[src/common/src_pkg.sv]
// Package: constants, types and decoding shared by the reset combiner
package src_pkg;

   // -----------------------------------------------------------------
   // Reset cause register layout
   // -----------------------------------------------------------------
   localparam int CAUSE_W = 9;
   localparam int CAUSE_POR = 0;
   localparam int CAUSE_BROWNOUT = 1;
   localparam int CAUSE_PIN = 2;
   localparam int CAUSE_SWI = 3;
   localparam int CAUSE_WATCHDOG = 4;
   localparam int CAUSE_CFG = 5;
   localparam int CAUSE_TRAP = 6;
   localparam int CAUSE_IOP = 7;
   localparam int CAUSE_UNINIT = 8;
   localparam logic [8:0] CAUSE_POR_VALUE = 9'h003;
   localparam logic [8:0] CAUSE_NONE = 9'h000;
   localparam logic SYS_RESET_AT_POR = 1'h1;

   // -----------------------------------------------------------------
   // Types
   // -----------------------------------------------------------------
   // Member order matches the cause bit positions, MSB first
   typedef struct packed {
      logic uninit_wreg_reset;
      logic illegal_opcode_reset;
      logic trap_conflict_reset;
      logic config_mismatch_reset;
      logic watchdog_timeout_reset;
      logic software_reset_instruction;
      logic external_clear_pin;
      logic brownout_reset;
      logic power_on;
   } src_sources_s;

   typedef struct packed {
      logic wr_en;
      logic [8:0] data;
   } src_cause_wr_s;

   typedef struct packed {
      logic sys_reset;
      logic [8:0] cause;
   } src_main_state_s;

   typedef enum logic [1:0] {CLK_HOLD, CLK_WAIT, CLK_RUN} src_clk_state_e;

   typedef struct packed {
      logic fetch_enable;
      logic rc_osc_select;
      logic clock_fail_event;
   } src_clk_status_s;

   typedef struct packed {
      src_clk_state_e state;
      src_clk_status_s status;
   } src_clk_state_s;

   // -----------------------------------------------------------------
   // Decoding
   // -----------------------------------------------------------------
   // Active sources as a cause vector, bit n for cause n
   function automatic logic [8:0] src_cause_bits(input src_sources_s s);
      src_cause_bits = s;
   endfunction : src_cause_bits

endpackage : src_pkg

[src/rtl/src_clock_guard.sv]
// Module: gates instruction fetch on a valid clock and runs clock checks
`timescale 1ns/100ps
`default_nettype none
module src_clock_guard
   import src_pkg::*;
(
   input wire logic core_clk,
   input wire logic reset_n,
   input wire logic clk_en,
   input wire logic sys_reset,
   input wire logic fail_monitor_en,
   input wire logic primary_clock_ok,
   input wire logic clock_valid,
   input wire logic crystal_select_req,
   output src_clk_status_s status
);

   // -----------------------------------------------------------------
   // State
   // -----------------------------------------------------------------
   src_clk_state_s state_ff;
   src_clk_state_s nxt_state;
   logic clock_bad;

   assign clock_bad = fail_monitor_en & ~primary_clock_ok;

   // Next state: hold during reset, wait for clock, then run
   always_comb begin
      nxt_state = state_ff;
      nxt_state.status.clock_fail_event = 1'h0;
      case (state_ff.state)
         CLK_HOLD: begin
            nxt_state.status.fetch_enable = 1'h0;
            if (!sys_reset) begin
               // Check starts exactly as reset lets go
               if (clock_bad) begin
                  nxt_state.status.rc_osc_select = 1'h1;
                  nxt_state.status.clock_fail_event = 1'h1;
               end
               nxt_state.state = CLK_WAIT;
            end
         end
         CLK_WAIT: begin
            // No fetch until a clock source has been released
            if (clock_valid) begin
               nxt_state.status.fetch_enable = 1'h1;
               nxt_state.state = CLK_RUN;
            end
         end
         CLK_RUN: begin
            // A failure while running also falls back to the RC clock
            if (clock_bad && !state_ff.status.rc_osc_select) begin
               nxt_state.status.rc_osc_select = 1'h1;
               nxt_state.status.clock_fail_event = 1'h1;
            end else if (crystal_select_req) begin
               // Trap handler picks the crystal again
               nxt_state.status.rc_osc_select = 1'h0;
            end
         end
         default: begin
            nxt_state.state = CLK_HOLD;
         end
      endcase
      // Any reset stops fetching at once
      if (sys_reset) begin
         nxt_state.state = CLK_HOLD;
         nxt_state.status.fetch_enable = 1'h0;
      end
   end

   // Register, frozen while the clock enable is low
   always_ff @(posedge core_clk or negedge reset_n) begin
      if (!reset_n) begin
         state_ff <= '{state: CLK_HOLD, status: '0};
      end else if (clk_en) begin
         state_ff <= nxt_state;
      end
   end

   assign status = state_ff.status;

endmodule : src_clock_guard
`default_nettype wire

[src/rtl/src_reset_combiner.sv]
// Module: system reset combiner with sticky reset cause register
`timescale 1ns/100ps
`default_nettype none

// Overview of operation
// - The system reset line is high whenever any reset source is active.
// - Nine sources feed it: power-on, pin, instruction, watchdog, brown-out, configuration mismatch, trap conflict, illegal opcode, uninitialised W.
// - Each reset kind sets its own bit in the reset cause register.
// - Power-on clears all cause bits but sets the power-on and brown-out bits 0 and 1.
// - Software may write any cause bit to one or zero unless the power-on source is active; a source active in the same cycle keeps its bit set over a write.
// - A software write to a cause bit only stores it and never starts a reset.
// - Storage with no defined reset value is unknown at power-on and kept through all other resets.
// - Reset release does not wait for the oscillator, its start-up timer or PLL lock.
// - After release, fetch waits until a valid clock has been released.
// - The clock monitor, when enabled, starts checking as reset is released.
// - With the primary clock not ok at that moment the device falls back to the fast RC clock; the trap handler may pick the crystal.
// - The cause register reset value depends on the kind of reset.
module src_reset_combiner
   import src_pkg::*;
#(
   parameter int RETAIN_W = 16
) (
   input wire logic core_clk,
   input wire logic reset_n,
   input wire logic clk_en,
   input wire src_sources_s sources,
   input wire src_cause_wr_s cause_wr,
   input wire logic retain_wr_en,
   input wire logic [RETAIN_W-1:0] retain_wr_data,
   input wire logic fail_monitor_en,
   input wire logic primary_clock_ok,
   input wire logic clock_valid,
   input wire logic crystal_select_req,
   output logic system_reset_line,
   output logic [CAUSE_W-1:0] reset_cause_register,
   output logic [CAUSE_W-1:0] sources_active,
   output logic [RETAIN_W-1:0] retain_rd_data,
   output src_clk_status_s clk_status
);

   // -----------------------------------------------------------------
   // Source decode
   // -----------------------------------------------------------------
   src_main_state_s state_ff;
   src_main_state_s nxt_state;
   logic [CAUSE_W-1:0] active_ff;
   logic [CAUSE_W-1:0] nxt_active;
   logic [CAUSE_W-1:0] raw_causes;
   logic any_source;

   // The asynchronous reset is the root power-on source; the synchronous
   // power_on member covers a detector that fires with the clock running
   assign raw_causes = src_cause_bits(sources);
   assign any_source = |raw_causes;

   // -----------------------------------------------------------------
   // Reset line and cause register
   // -----------------------------------------------------------------
   // Only the sources steer the line; oscillator and PLL start-up are
   // tracked by the clock guard so release is never held off by them
   always_comb begin
      nxt_state = state_ff;
      // Line follows the OR of all sources and drops only when all
      // of them are gone
      nxt_state.sys_reset = any_source;
      // Software write lands first so a source in the same cycle still
      // sets its bit; a set bit never feeds back into the line
      if (cause_wr.wr_en) begin
         nxt_state.cause = cause_wr.data;
      end
      // Sticky set per source, the set wins over a write
      nxt_state.cause = nxt_state.cause | raw_causes;
      // Power-on redefines the whole register
      if (sources.power_on) begin
         nxt_state.cause = CAUSE_POR_VALUE | raw_causes;
      end
   end

   // Cause value at power-on differs from every other reset kind
   always_ff @(posedge core_clk or negedge reset_n) begin
      if (!reset_n) begin
         state_ff.sys_reset <= SYS_RESET_AT_POR;
         state_ff.cause <= CAUSE_POR_VALUE;
      end else if (clk_en) begin
         state_ff <= nxt_state;
      end
   end

   // -----------------------------------------------------------------
   // Live source view
   // -----------------------------------------------------------------
   // Lets software see which sources are still holding the line
   assign nxt_active = raw_causes;

   always_ff @(posedge core_clk or negedge reset_n) begin
      if (!reset_n) begin
         active_ff <= CAUSE_NONE;
      end else if (clk_en) begin
         active_ff <= nxt_active;
      end
   end

   // -----------------------------------------------------------------
   // Retained storage
   // -----------------------------------------------------------------
   // Deliberately has no reset: its content is unknown after power-up
   // and survives every other reset, so software can keep state there
   logic [RETAIN_W-1:0] retain_ff;

   always_ff @(posedge core_clk) begin
      if (clk_en && retain_wr_en) begin
         retain_ff <= retain_wr_data;
      end
   end

   // -----------------------------------------------------------------
   // Clock guard
   // -----------------------------------------------------------------
   // Fetch gating and clock monitor sit after the reset line, so a
   // slow crystal delays code execution, not the reset release
   src_clock_guard u_clock_guard (
      .core_clk(core_clk),
      .reset_n(reset_n),
      .clk_en(clk_en),
      .sys_reset(state_ff.sys_reset),
      .fail_monitor_en(fail_monitor_en),
      .primary_clock_ok(primary_clock_ok),
      .clock_valid(clock_valid),
      .crystal_select_req(crystal_select_req),
      .status(clk_status)
   );

   // -----------------------------------------------------------------
   // Outputs
   // -----------------------------------------------------------------
   assign system_reset_line = state_ff.sys_reset;
   assign reset_cause_register = state_ff.cause;
   assign sources_active = active_ff;
   assign retain_rd_data = retain_ff;

endmodule : src_reset_combiner
`default_nettype wire

[config.mk]
export PLATFORM = sky130hd
export DESIGN_NAME = src_reset_combiner
export DESIGN_NICKNAME = d
export VERILOG_FILES = /design/src/common/src_pkg.sv /design/src/rtl/src_clock_guard.sv /design/src/rtl/src_reset_combiner.sv
export SDC_FILE = /design/constraint.sdc
export NUM_CORES = 1
export LEC_CHECK = 0
export BUFFER_PORTS_ARGS = -buffer_cell sky130_fd_sc_hd__buf_2
export CORE_ASPECT_RATIO = 0.75
export CORE_MARGIN = 2
export CORE_UTILIZATION = 30
export CTS_BUF_LIST = sky130_fd_sc_hd__clkbuf_4 sky130_fd_sc_hd__clkbuf_8
export DETAILED_ROUTE_END_ITERATION = 16
export PLACE_DENSITY = 0.66
export SLEW_MARGIN = 10
export SYNTH_ARGS = -nofsm -noshare
export SYNTH_HDL_FRONTEND = slang
export SYNTH_HIERARCHICAL = 1
export SYNTH_SLANG_ARGS = --single-unit
[constraint.sdc]
create_clock -name core_clk -period 1.3 [get_ports core_clk]
set_input_delay 0.26 -clock core_clk [delete_from_list [all_inputs] [get_ports core_clk]]
set_output_delay 0.26 -clock core_clk [all_outputs]
set_load 0.05 [all_outputs]
==> results of run 1 <==
[cell families after synthesis]
group / Yosys count / share of synthesized area (%)
buffers and inverters: 27 / 9.26
AO/OA/AOI/OAI: 34 / 15.7
multiplexers: 5 / 3.23
AND/OR/NAND/NOR: 27 / 8.08
flip-flops: 40 / 63.7
[worst min path at each step]
stage,from,end,slack [ns],depth (start not counted)
2_1_floorplan,reset_n,reset_cause_register[2]$_DFFE_PN0P_,-0.04,0
3_3_place_gp,reset_n,sources_active[1]$_DFFE_PN0P_,0.28,1
3_5_place_dp,reset_n,sources_active[1]$_DFFE_PN0P_,0.28,1
4_1_cts,retain_wr_data[7],retain_rd_data[7]$_DFFE_PP_,0.14,1
5_1_grt,retain_wr_data[4],retain_rd_data[4]$_DFFE_PP_,0.13,1
6_report,retain_wr_data[7],retain_rd_data[7]$_DFFE_PP_,0.14,1
[flip-flops by register name, indices dropped and copies added, names as in the netlist]
signal and flops:
u_clock_guard/status 3, u_clock_guard/state_ff 2, reset_cause_register 9, sources_active 9, system_reset_line 1, retain_rd_data 16
[routing by layer]
| metal | track usage (%) | up-vias | routed length [um] |
|---|---|---|---|
| met5 | 0 | - | 0 |
| met4 | 6.06 | 0 | 66 |
| met3 | 3.37 | 6 | 202 |
| met2 | 21.4 | 34 | 1980 |
| met1 | 16.6 | 621 | 1810 |
| li1 | - | 635 | - |
[synthesized netlist by cell type]
cell type  count
dfstp_2        3
a22o_1         1
o21bai_1       1
o21a_1         6
o22ai_1        1
buf_2          2
nor4b_1        1
nand2_1        9
o221ai_2       6
nor4_1         1
nand3b_1       1
nand4b_1       1
nand3_1        7
o21ai_1        2
mux2i_1        1
and2_1         2
o31ai_1        1
buf_4          3
nor2_1         4
buf_8          1
buf_6          4
a31oi_1        2
dfrtp_1       21
a21oi_1        2
a211oi_1       1
o21ai_0        9
o32ai_1        1
o22a_1         1
edfxtp_1      16
mux2_2         4
clkbuf_2       1
inv_1         16
nor4bb_1       1
[power by group through the flow]
stage / logic (mW) / registers (mW) / clock network, mW
5_1_grt: 0.758 / 1.47 / 0.872
4_1_cts: 0.718 / 1.46 / 0.835
2_1_floorplan: 0.180 / 1.81 / 0
6_report: 0.712 / 1.46 / 0.807
3_5_place_dp: 0.713 / 1.48 / 0
3_3_place_gp: 0.702 / 1.48 / 0
[layout make-up]
class                      count  area (um^2)  area share [%]
clock buffer                   6         76.3            3.36
clock inverter                 2         11.3           0.496
inverter                      16         60.1            2.64
multi-input combinational     66          462            20.3
sequential                    40         1080            47.8
tap                           75         93.8            4.13
timing repair buffer          86          483            21.3
[repair_timing]
item                       4_1_cts  5_1_grt
setup endpoints to repair        3        3
gates cloned                     0        0
buffers inserted                 0        2
resized for setup                5        2
hold endpoints to repair        21        0
hold buffers                     1        0
==> reports/qor.csv, run 1 <==
metric;value;unit
status;finished clean;
P_int;2.01;mW
wire per inst;13.9;um
post-placement cell count;280;
PnR worst setup slack;0.0122;ns
P_sw;970;uW
first-pass GRT wire length;6620;um
most area-hungry cell type in the Yosys netlist;dfrtp_1;
Die Width;91.0;um
top-area cell type share of the netlist area;30.9;%
Crit path depth;1;
cell count after synthesis;133;
period utilization;99.1;%
# rows;23;
Final GP Congestion;0.785;
total number of vias;1296;
clock group share of total power;27.1;%
Root Buffer;clkbuf_8;
Slew headroom;64.2;%
Final Instance Area;2270;um^2
Via density;4.45;
vias in the first global route;1398;
CTS Buf Count;5;
Clock Sinks;40;
reg-to-reg endpoint;u_clock_guard/status[0]$_DFFE_PN0P_;
final net count;258;
Critical path origin;system_reset_line$_DFFE_PN1P_;
CP peak stage delay;0.59;ns
placed instance area;2140;um^2
post-synthesis instance area;1700;um^2
Worst setup SP type;flip-flop;
Setup WS pre-CTS;0.117;ns
number of remaining DRC errors;0;
Layout Utilization;42.0;%
end point of the critical path;system_reset_line;
commonest non-fill, non-tap cell in the layout;buf_2;
Reg clk slew, reported paths;0.08;ns
Starting Density;31.5;%
CP cell instances;buf_8;
combinational fraction of design power;23.9;%
part of the power in registers;49.0;%
TritonRoute pass-1 iters;4;
Slew @ Worst Pin;0.537;ns
fillers;545;
Final setup viols;0;
kind of critical path;reg2out;
Slew Viols, Final;0;
largest net degree at the start of global routing;25;
post-DP HPWL;3080;um
Hold Crit Class;in2reg;
total negative slack;0;ns
setup slack, reg-to-reg;0.13;ns
H-Tree Depth;2;
fmax;777;MHz
syn nets;176;
largest cells by area after synthesis;dfrtp_1, edfxtp_1, o221ai_2;
syn_area_per_cell;12.8;um^2
VDD IR max;391;uV
GRT Util Overall;13.2;%
core area;5410;um^2
Worst setup EP type;primary output;
minimum clock period after layout;1.29;ns
final wirelength;4060;um
crit path DAT;1.03;ns
Max Clock Skew;0.00415;ns
I/O pin total;81;
post-synth cell types;33;
Area Growth Syn to Fin;33.4;%
Worst R2R Start;system_reset_line$_DFFE_PN1P_;
P per Cell Area;1310;nW/um^2
Ant. Diodes;0;
CTS tree;done;
Die Height;69.2;um
Synth warnings;6;
Bufs and invs on worst path;1;
Slowest cell on crit path;dfstp_2;
max_cap viols;0;
initial antenna violation count;0;
most frequent cells in the layout;buf_2, dfrtp_1, inv_1, edfxtp_1;
Port Buffer Count;80;
post-synthesis sequential area ratio;63.7;%
Non-Filler Instances;291;
clock buffer depth;2;
flops & latches, synth;40;
Clock Latency Late Sink;0.28;ns
R2R cell count;4;
DR iter-0 viols;38;
GRT overflow;0;
share of cells above drive strength 1;49.1;%
Power, Total;2.98;mW
crit path max fanout;5;
RSZ-0062 raised after global routing;yes;
Min Hold Slack;0.144;ns
switch share;32.6;%
required time of the critical path;1.04;ns
final hold vios;0;
remaining antenna violation count;0;
total die area;6300;um^2
cell family with most CP delay;flip-flops;
Pleak;1.04;nW
(Power assumes the default switching activity.)
==> inputs of run 2 (changes only) <==
Settings changed: RECOVER_POWER set to 25.
==> run 2 against run 1 <==
Against the previous run: global-route usage unchanged; final area down 1.3%; sequential cell count unchanged; combinational power is 2% lower; sequential power about the same; largest power group unchanged; count of clock-buffer cells in the layout unchanged; via count grew 0.23%.
==> reports/qor.csv, run 2 (same netlist as run 1, synthesis figures left out) <==
metric;value;unit
share of cells above drive strength 1;47.2;%
GRT overflow;0;
crit path max fanout;5;
required time of the critical path;1.04;ns
H-Tree Depth;2;
reg-to-reg endpoint;u_clock_guard/status[0]$_DFFE_PN0P_;
minimum clock period after layout;1.29;ns
Bufs and invs on worst path;1;
I/O pin total;81;
commonest non-fill, non-tap cell in the layout;buf_2;
Clock Sinks;40;
Root Buffer;clkbuf_8;
Final setup viols;0;
Clock Latency Late Sink;0.28;ns
kind of critical path;reg2out;
Critical path origin;system_reset_line$_DFFE_PN1P_;
FF+latch area;1080;um^2
Pleak;1.02;nW
most frequent cells in the layout;buf_2, dfrtp_1, inv_1, edfxtp_1;
Via density;4.46;
WHS Path Cells;1;
crit path DAT;1.03;ns
max reg flops;16;
Ant. Diodes;0;
P_int;2.00;mW
Die Width;91.0;um
fmax;776;MHz
Slew Viols, Final;0;
cell family with most CP delay;flip-flops;
number of remaining DRC errors;0;
vias in the first global route;1398;
Slowest cell on crit path;dfstp_2;
max_cap viols;0;
final net count;258;
Area Growth Syn to Fin;31.6;%
CP cell instances;buf_8;
wire per inst;14.0;um
period utilization;99.2;%
core area;5410;um^2
Max Clock Skew;0.00427;ns
GRT Util Overall;13.2;%
Slew @ Worst Pin;0.731;ns
first-pass GRT wire length;6620;um
placed instance area;2140;um^2
TritonRoute pass-1 iters;4;
fillers;554;
# rows;23;
Hold Crit Class;in2reg;
P_sw;969;uW
final wirelength;4080;um
total die area;6300;um^2
P per Cell Area;1320;nW/um^2
Final GP Congestion;0.785;
Hold Path End;retain_rd_data[7]$_DFFE_PP_;
Min Hold Slack;0.143;ns
Final Instance Area;2240;um^2
clock group share of total power;27.3;%
Worst setup SP type;flip-flop;
CP peak stage delay;0.59;ns
Die Height;69.2;um
Worst R2R Start;system_reset_line$_DFFE_PN1P_;
final hold vios;0;
DR iter-0 viols;30;
Port Buffer Count;80;
Layout Utilization;41.4;%
switch share;32.7;%
CTS tree;done;
setup slack, reg-to-reg;0.13;ns
Slew headroom;51.2;%
clock buffer depth;2;
Worst setup EP type;primary output;
largest net degree at the start of global routing;25;
post-DP HPWL;3080;um
remaining antenna violation count;0;
initial antenna violation count;0;
area of the multi-input gates;454;um^2
total number of vias;1299;
Starting Density;31.5;%
status;finished clean;
combinational fraction of design power;23.6;%
Worst Min Path Start;retain_wr_data[7];
R2R cell count;4;
Reg clk slew, reported paths;0.08;ns
VDD IR max;390;uV
part of the power in registers;49.1;%
RSZ-0062 raised after global routing;yes;
CTS Buf Count;5;
run 2: cell count changes in the layout (fill, tap and decap cells not counted):
| cell | change |
|---|---|
| and2_1 | +1 |
| and2_2 | -1 |
| buf_12 | -1 |
| buf_2 | -1 |
| buf_4 | -2 |
| clkbuf_1 | +2 |
| clkbuf_2 | +2 |
| o221ai_1 | +1 |
| o221ai_2 | -1 |
run 2: cell type report:
cell class / count / share of cell area (%)
clock buffer: 6 / 3.41
clock inverter: 2 / 0.503
inverter: 16 / 2.68
multi-input combinational: 66 / 20.3
sequential: 40 / 48.4
tap: 75 / 4.19
timing repair buffer: 86 / 20.5
run 2: how the worst max path moves through the flow:
stage / depth (start not counted) / slack [ns] / end
4_1_cts: 1 / -0.03 / system_reset_line
2_1_floorplan: 3 / 0.08 / retain_rd_data[0]$_DFFE_PP_
5_1_grt: 1 / -0.02 / system_reset_line
3_5_place_dp: 4 / 0.12 / system_reset_line$_DFFE_PN1P_
6_report: 1 / 0.01 / system_reset_line
3_3_place_gp: 3 / 0.15 / u_clock_guard/state_ff[3]$_DFFE_PN0P_
run 2: power by group through the flow:
stage               sequential [mW]  clock [mW]  combinational [mW]
global route                   1.47       0.872               0.745
finish                         1.46       0.809               0.700
global placement               1.48           0               0.702
floorplan                      1.81           0               0.180
CTS                            1.46       0.835               0.718
detailed placement             1.48           0               0.713
run 2: timing repair:
item / CTS / global route
hold endpoints to repair: 21 / 0
buffers inserted: 0 / 2
endpoints found under the setup margin: 3 / 3
gates resized for setup: 5 / 2
hold buffers: 1 / 0
run 2: stage by stage:
step	total power [mW]	worst slack (ns)	instances	setup TNS [ns]
after floorplan	1.99	0.0765	133	0
after CTS	3.01	-0.0298	289	-0.0298
final	2.97	0.0108	291	0
after global routing	3.09	-0.0160	291	-0.0160
after global placement	2.18	0.148	280	0
after detailed placement	2.19	0.117	280	0
run 2: routing by layer:
layer / track usage, % / wire length, um / part of all wire, %
met5: 0 / 0 / 0
met4: 6.06 / 66 / 1.6
met3: 3.37 / 218 / 5.3
met2: 21.4 / 2010 / 49
met1: 16.6 / 1780 / 44
==> inputs of run 3 (changes only) <==
Settings changed: SETUP_SLACK_MARGIN set to 0.4.
==> run 3 against run 2 <==
Against the previous run: the flow now finishes with violations (hold timing, setup timing); final area grew 27%; first-iteration DRC count grew 110%; wire length grew 8.7%; worst setup slack lost 0.022 ns; non-clock buffer count grew 23; global-route usage grew 1.1 points; combinational power grew 49%; largest cell class unchanged; highest routed layer unchanged.
==> reports/qor.csv, run 3 (same netlist as run 1, synthesis figures left out) <==
metric;value;unit
GRT overflow;0;
CP cell instances;buf_8;
I/O pin total;81;
Die Height;69.2;um
Root Buffer;clkbuf_8;
crit path DAT;1.05;ns
GRT Util Overall;14.2;%
Reg clk slew, reported paths;0.07;ns
R2R cell count;3;
RSZ-0062 raised after global routing;yes;
Layout Utilization;52.4;%
Non-Filler Instances;314;
Slew headroom;60.0;%
Via density;4.31;
Slew @ Worst Pin;0.600;ns
max_cap viols;0;
Pleak;1.26;nW
crit path max fanout;2;
largest net degree at the start of global routing;25;
minimum clock period after layout;1.31;ns
DR iter-0 viols;63;
period utilization;101;%
VDD IR max;387;uV
most frequent cells in the layout;buf_2, buf_6, edfxtp_1;
first-pass GRT wire length;7050;um
Slowest cell on crit path;dfstp_4;
Area Growth Syn to Fin;66.6;%
Die Width;91.0;um
P per Cell Area;1170;nW/um^2
post-placement cell count;280;
cell family with most CP delay;flip-flops;
fillers;489;
core area;5410;um^2
status;finished with violations;
post-DP HPWL;2970;um
Port Buffer Count;80;
CTS Buf Count;5;
Power, Total;3.33;mW
initial antenna violation count;0;
TritonRoute pass-1 iters;4;
Bufs and invs on worst path;1;
final net count;281;
PnR worst setup slack;-0.0116;ns
CP peak stage delay;0.63;ns
wire per inst;14.1;um
required time of the critical path;1.04;ns
max reg flops;16;
failing checks;hold timing, setup timing;
Worst setup EP type;primary output;
Hold Crit Class;in2async;
number of remaining DRC errors;0;
Final setup viols;1;
vias in the first global route;1437;
Starting Density;31.5;%
CTS tree;done;
Slew Viols, Final;0;
Ant. Diodes;0;
H-Tree Depth;2;
fmax;762;MHz
final wirelength;4430;um
# rows;23;
remaining antenna violation count;0;
Worst setup SP type;flip-flop;
Min Hold Slack;-0.0326;ns
final hold vios;21;
kind of critical path;reg2out;
share of cells above drive strength 1;63.6;%
Clock Sinks;40;
clock buffer depth;2;
Clock Latency Late Sink;0.28;ns
Crit path depth;1;
Max Clock Skew;0.00417;ns
total die area;6300;um^2
total number of vias;1352;
Final GP Congestion;0.813;
==> run 3: changes by cell type in the layout (fill, tap and decap cells not counted), moves of 6 or more <==
cell,change
buf_2,-35
buf_4,+10
buf_6,+39
buf_8,+12
dfrtp_1,-11
dfrtp_2,+11
inv_1,-6
inv_4,+6
==> run 3: stage by stage <==
step	cell area [um^2]	TNS (ns)	hold WS [ns]	worst slack, ns
3_3_place_gp	2170	0	0.277	0.149
6_report	2840	-0.0116	-0.0326	-0.0116
3_5_place_dp	2170	0	0.284	0.134
2_1_floorplan	1750	0	-0.0356	0.175
5_1_grt	2840	-0.0410	0.0128	-0.0410
4_1_cts	2710	-0.0188	-0.0303	-0.0188
==> run 3: worst paths after layout <==
check | from | to | slack [ns]
hold / removal | reset_n | u_clock_guard/status[2]$_DFFE_PN0P_ | -0.03
setup reg to reg | system_reset_line$_DFFE_PN1P_ | u_clock_guard/state_ff[3]$_DFFE_PN0P_ | 0.11
hold reg to reg | sources_active[1]$_DFFE_PN0P_ | sources_active[1]$_DFFE_PN0P_ | 0.55
max in group asynchronous | reset_n | u_clock_guard/state_ff[4]$_DFFE_PN0P_ | 0.90
setup / recovery | system_reset_line$_DFFE_PN1P_ | system_reset_line | -0.01
min in group core_clk | retain_wr_data[3] | retain_rd_data[3]$_DFFE_PP_ | 0.14
==> run 3: timing repair <==
item | in CTS | in global routing
endpoints found under the setup margin | 45 | 52
pin swaps | 9 | 0
cloned | 0 | 0
endpoints found under the hold margin | 21 | 13
resized for setup | 107 | 10
setup buffers | 14 | 12
==> run 3: report_power, final <==
part / switching (mW) / internal (mW)
Clock: 0.409 / 0.387
Sequential: 0.0740 / 1.42
Combinational: 0.565 / 0.473
==> run 3: final cells by class <==
cell class | count | area, um^2 | area share, %
inverter | 16 | 75.1 | 2.65
tap | 75 | 93.8 | 3.31
clock inverter | 2 | 7.51 | 0.265
clock buffer | 6 | 76.3 | 2.69
sequential | 40 | 1100 | 38.9
multi-input combinational | 66 | 504 | 17.8
timing repair buffer | 109 | 977 | 34.5
==> run 3: per-layer routing <==
metal | track usage [%] | wire length, um | part of all wire (%) | up-vias
met5 | 0 | 0 | 0 | -
met1 | 17.4 | 1960 | 44 | 645
met4 | 5.22 | 49 | 1.1 | 0
li1 | - | - | - | 682
met3 | 4.78 | 152 | 3.4 | 4
met2 | 23.5 | 2270 | 51 | 21
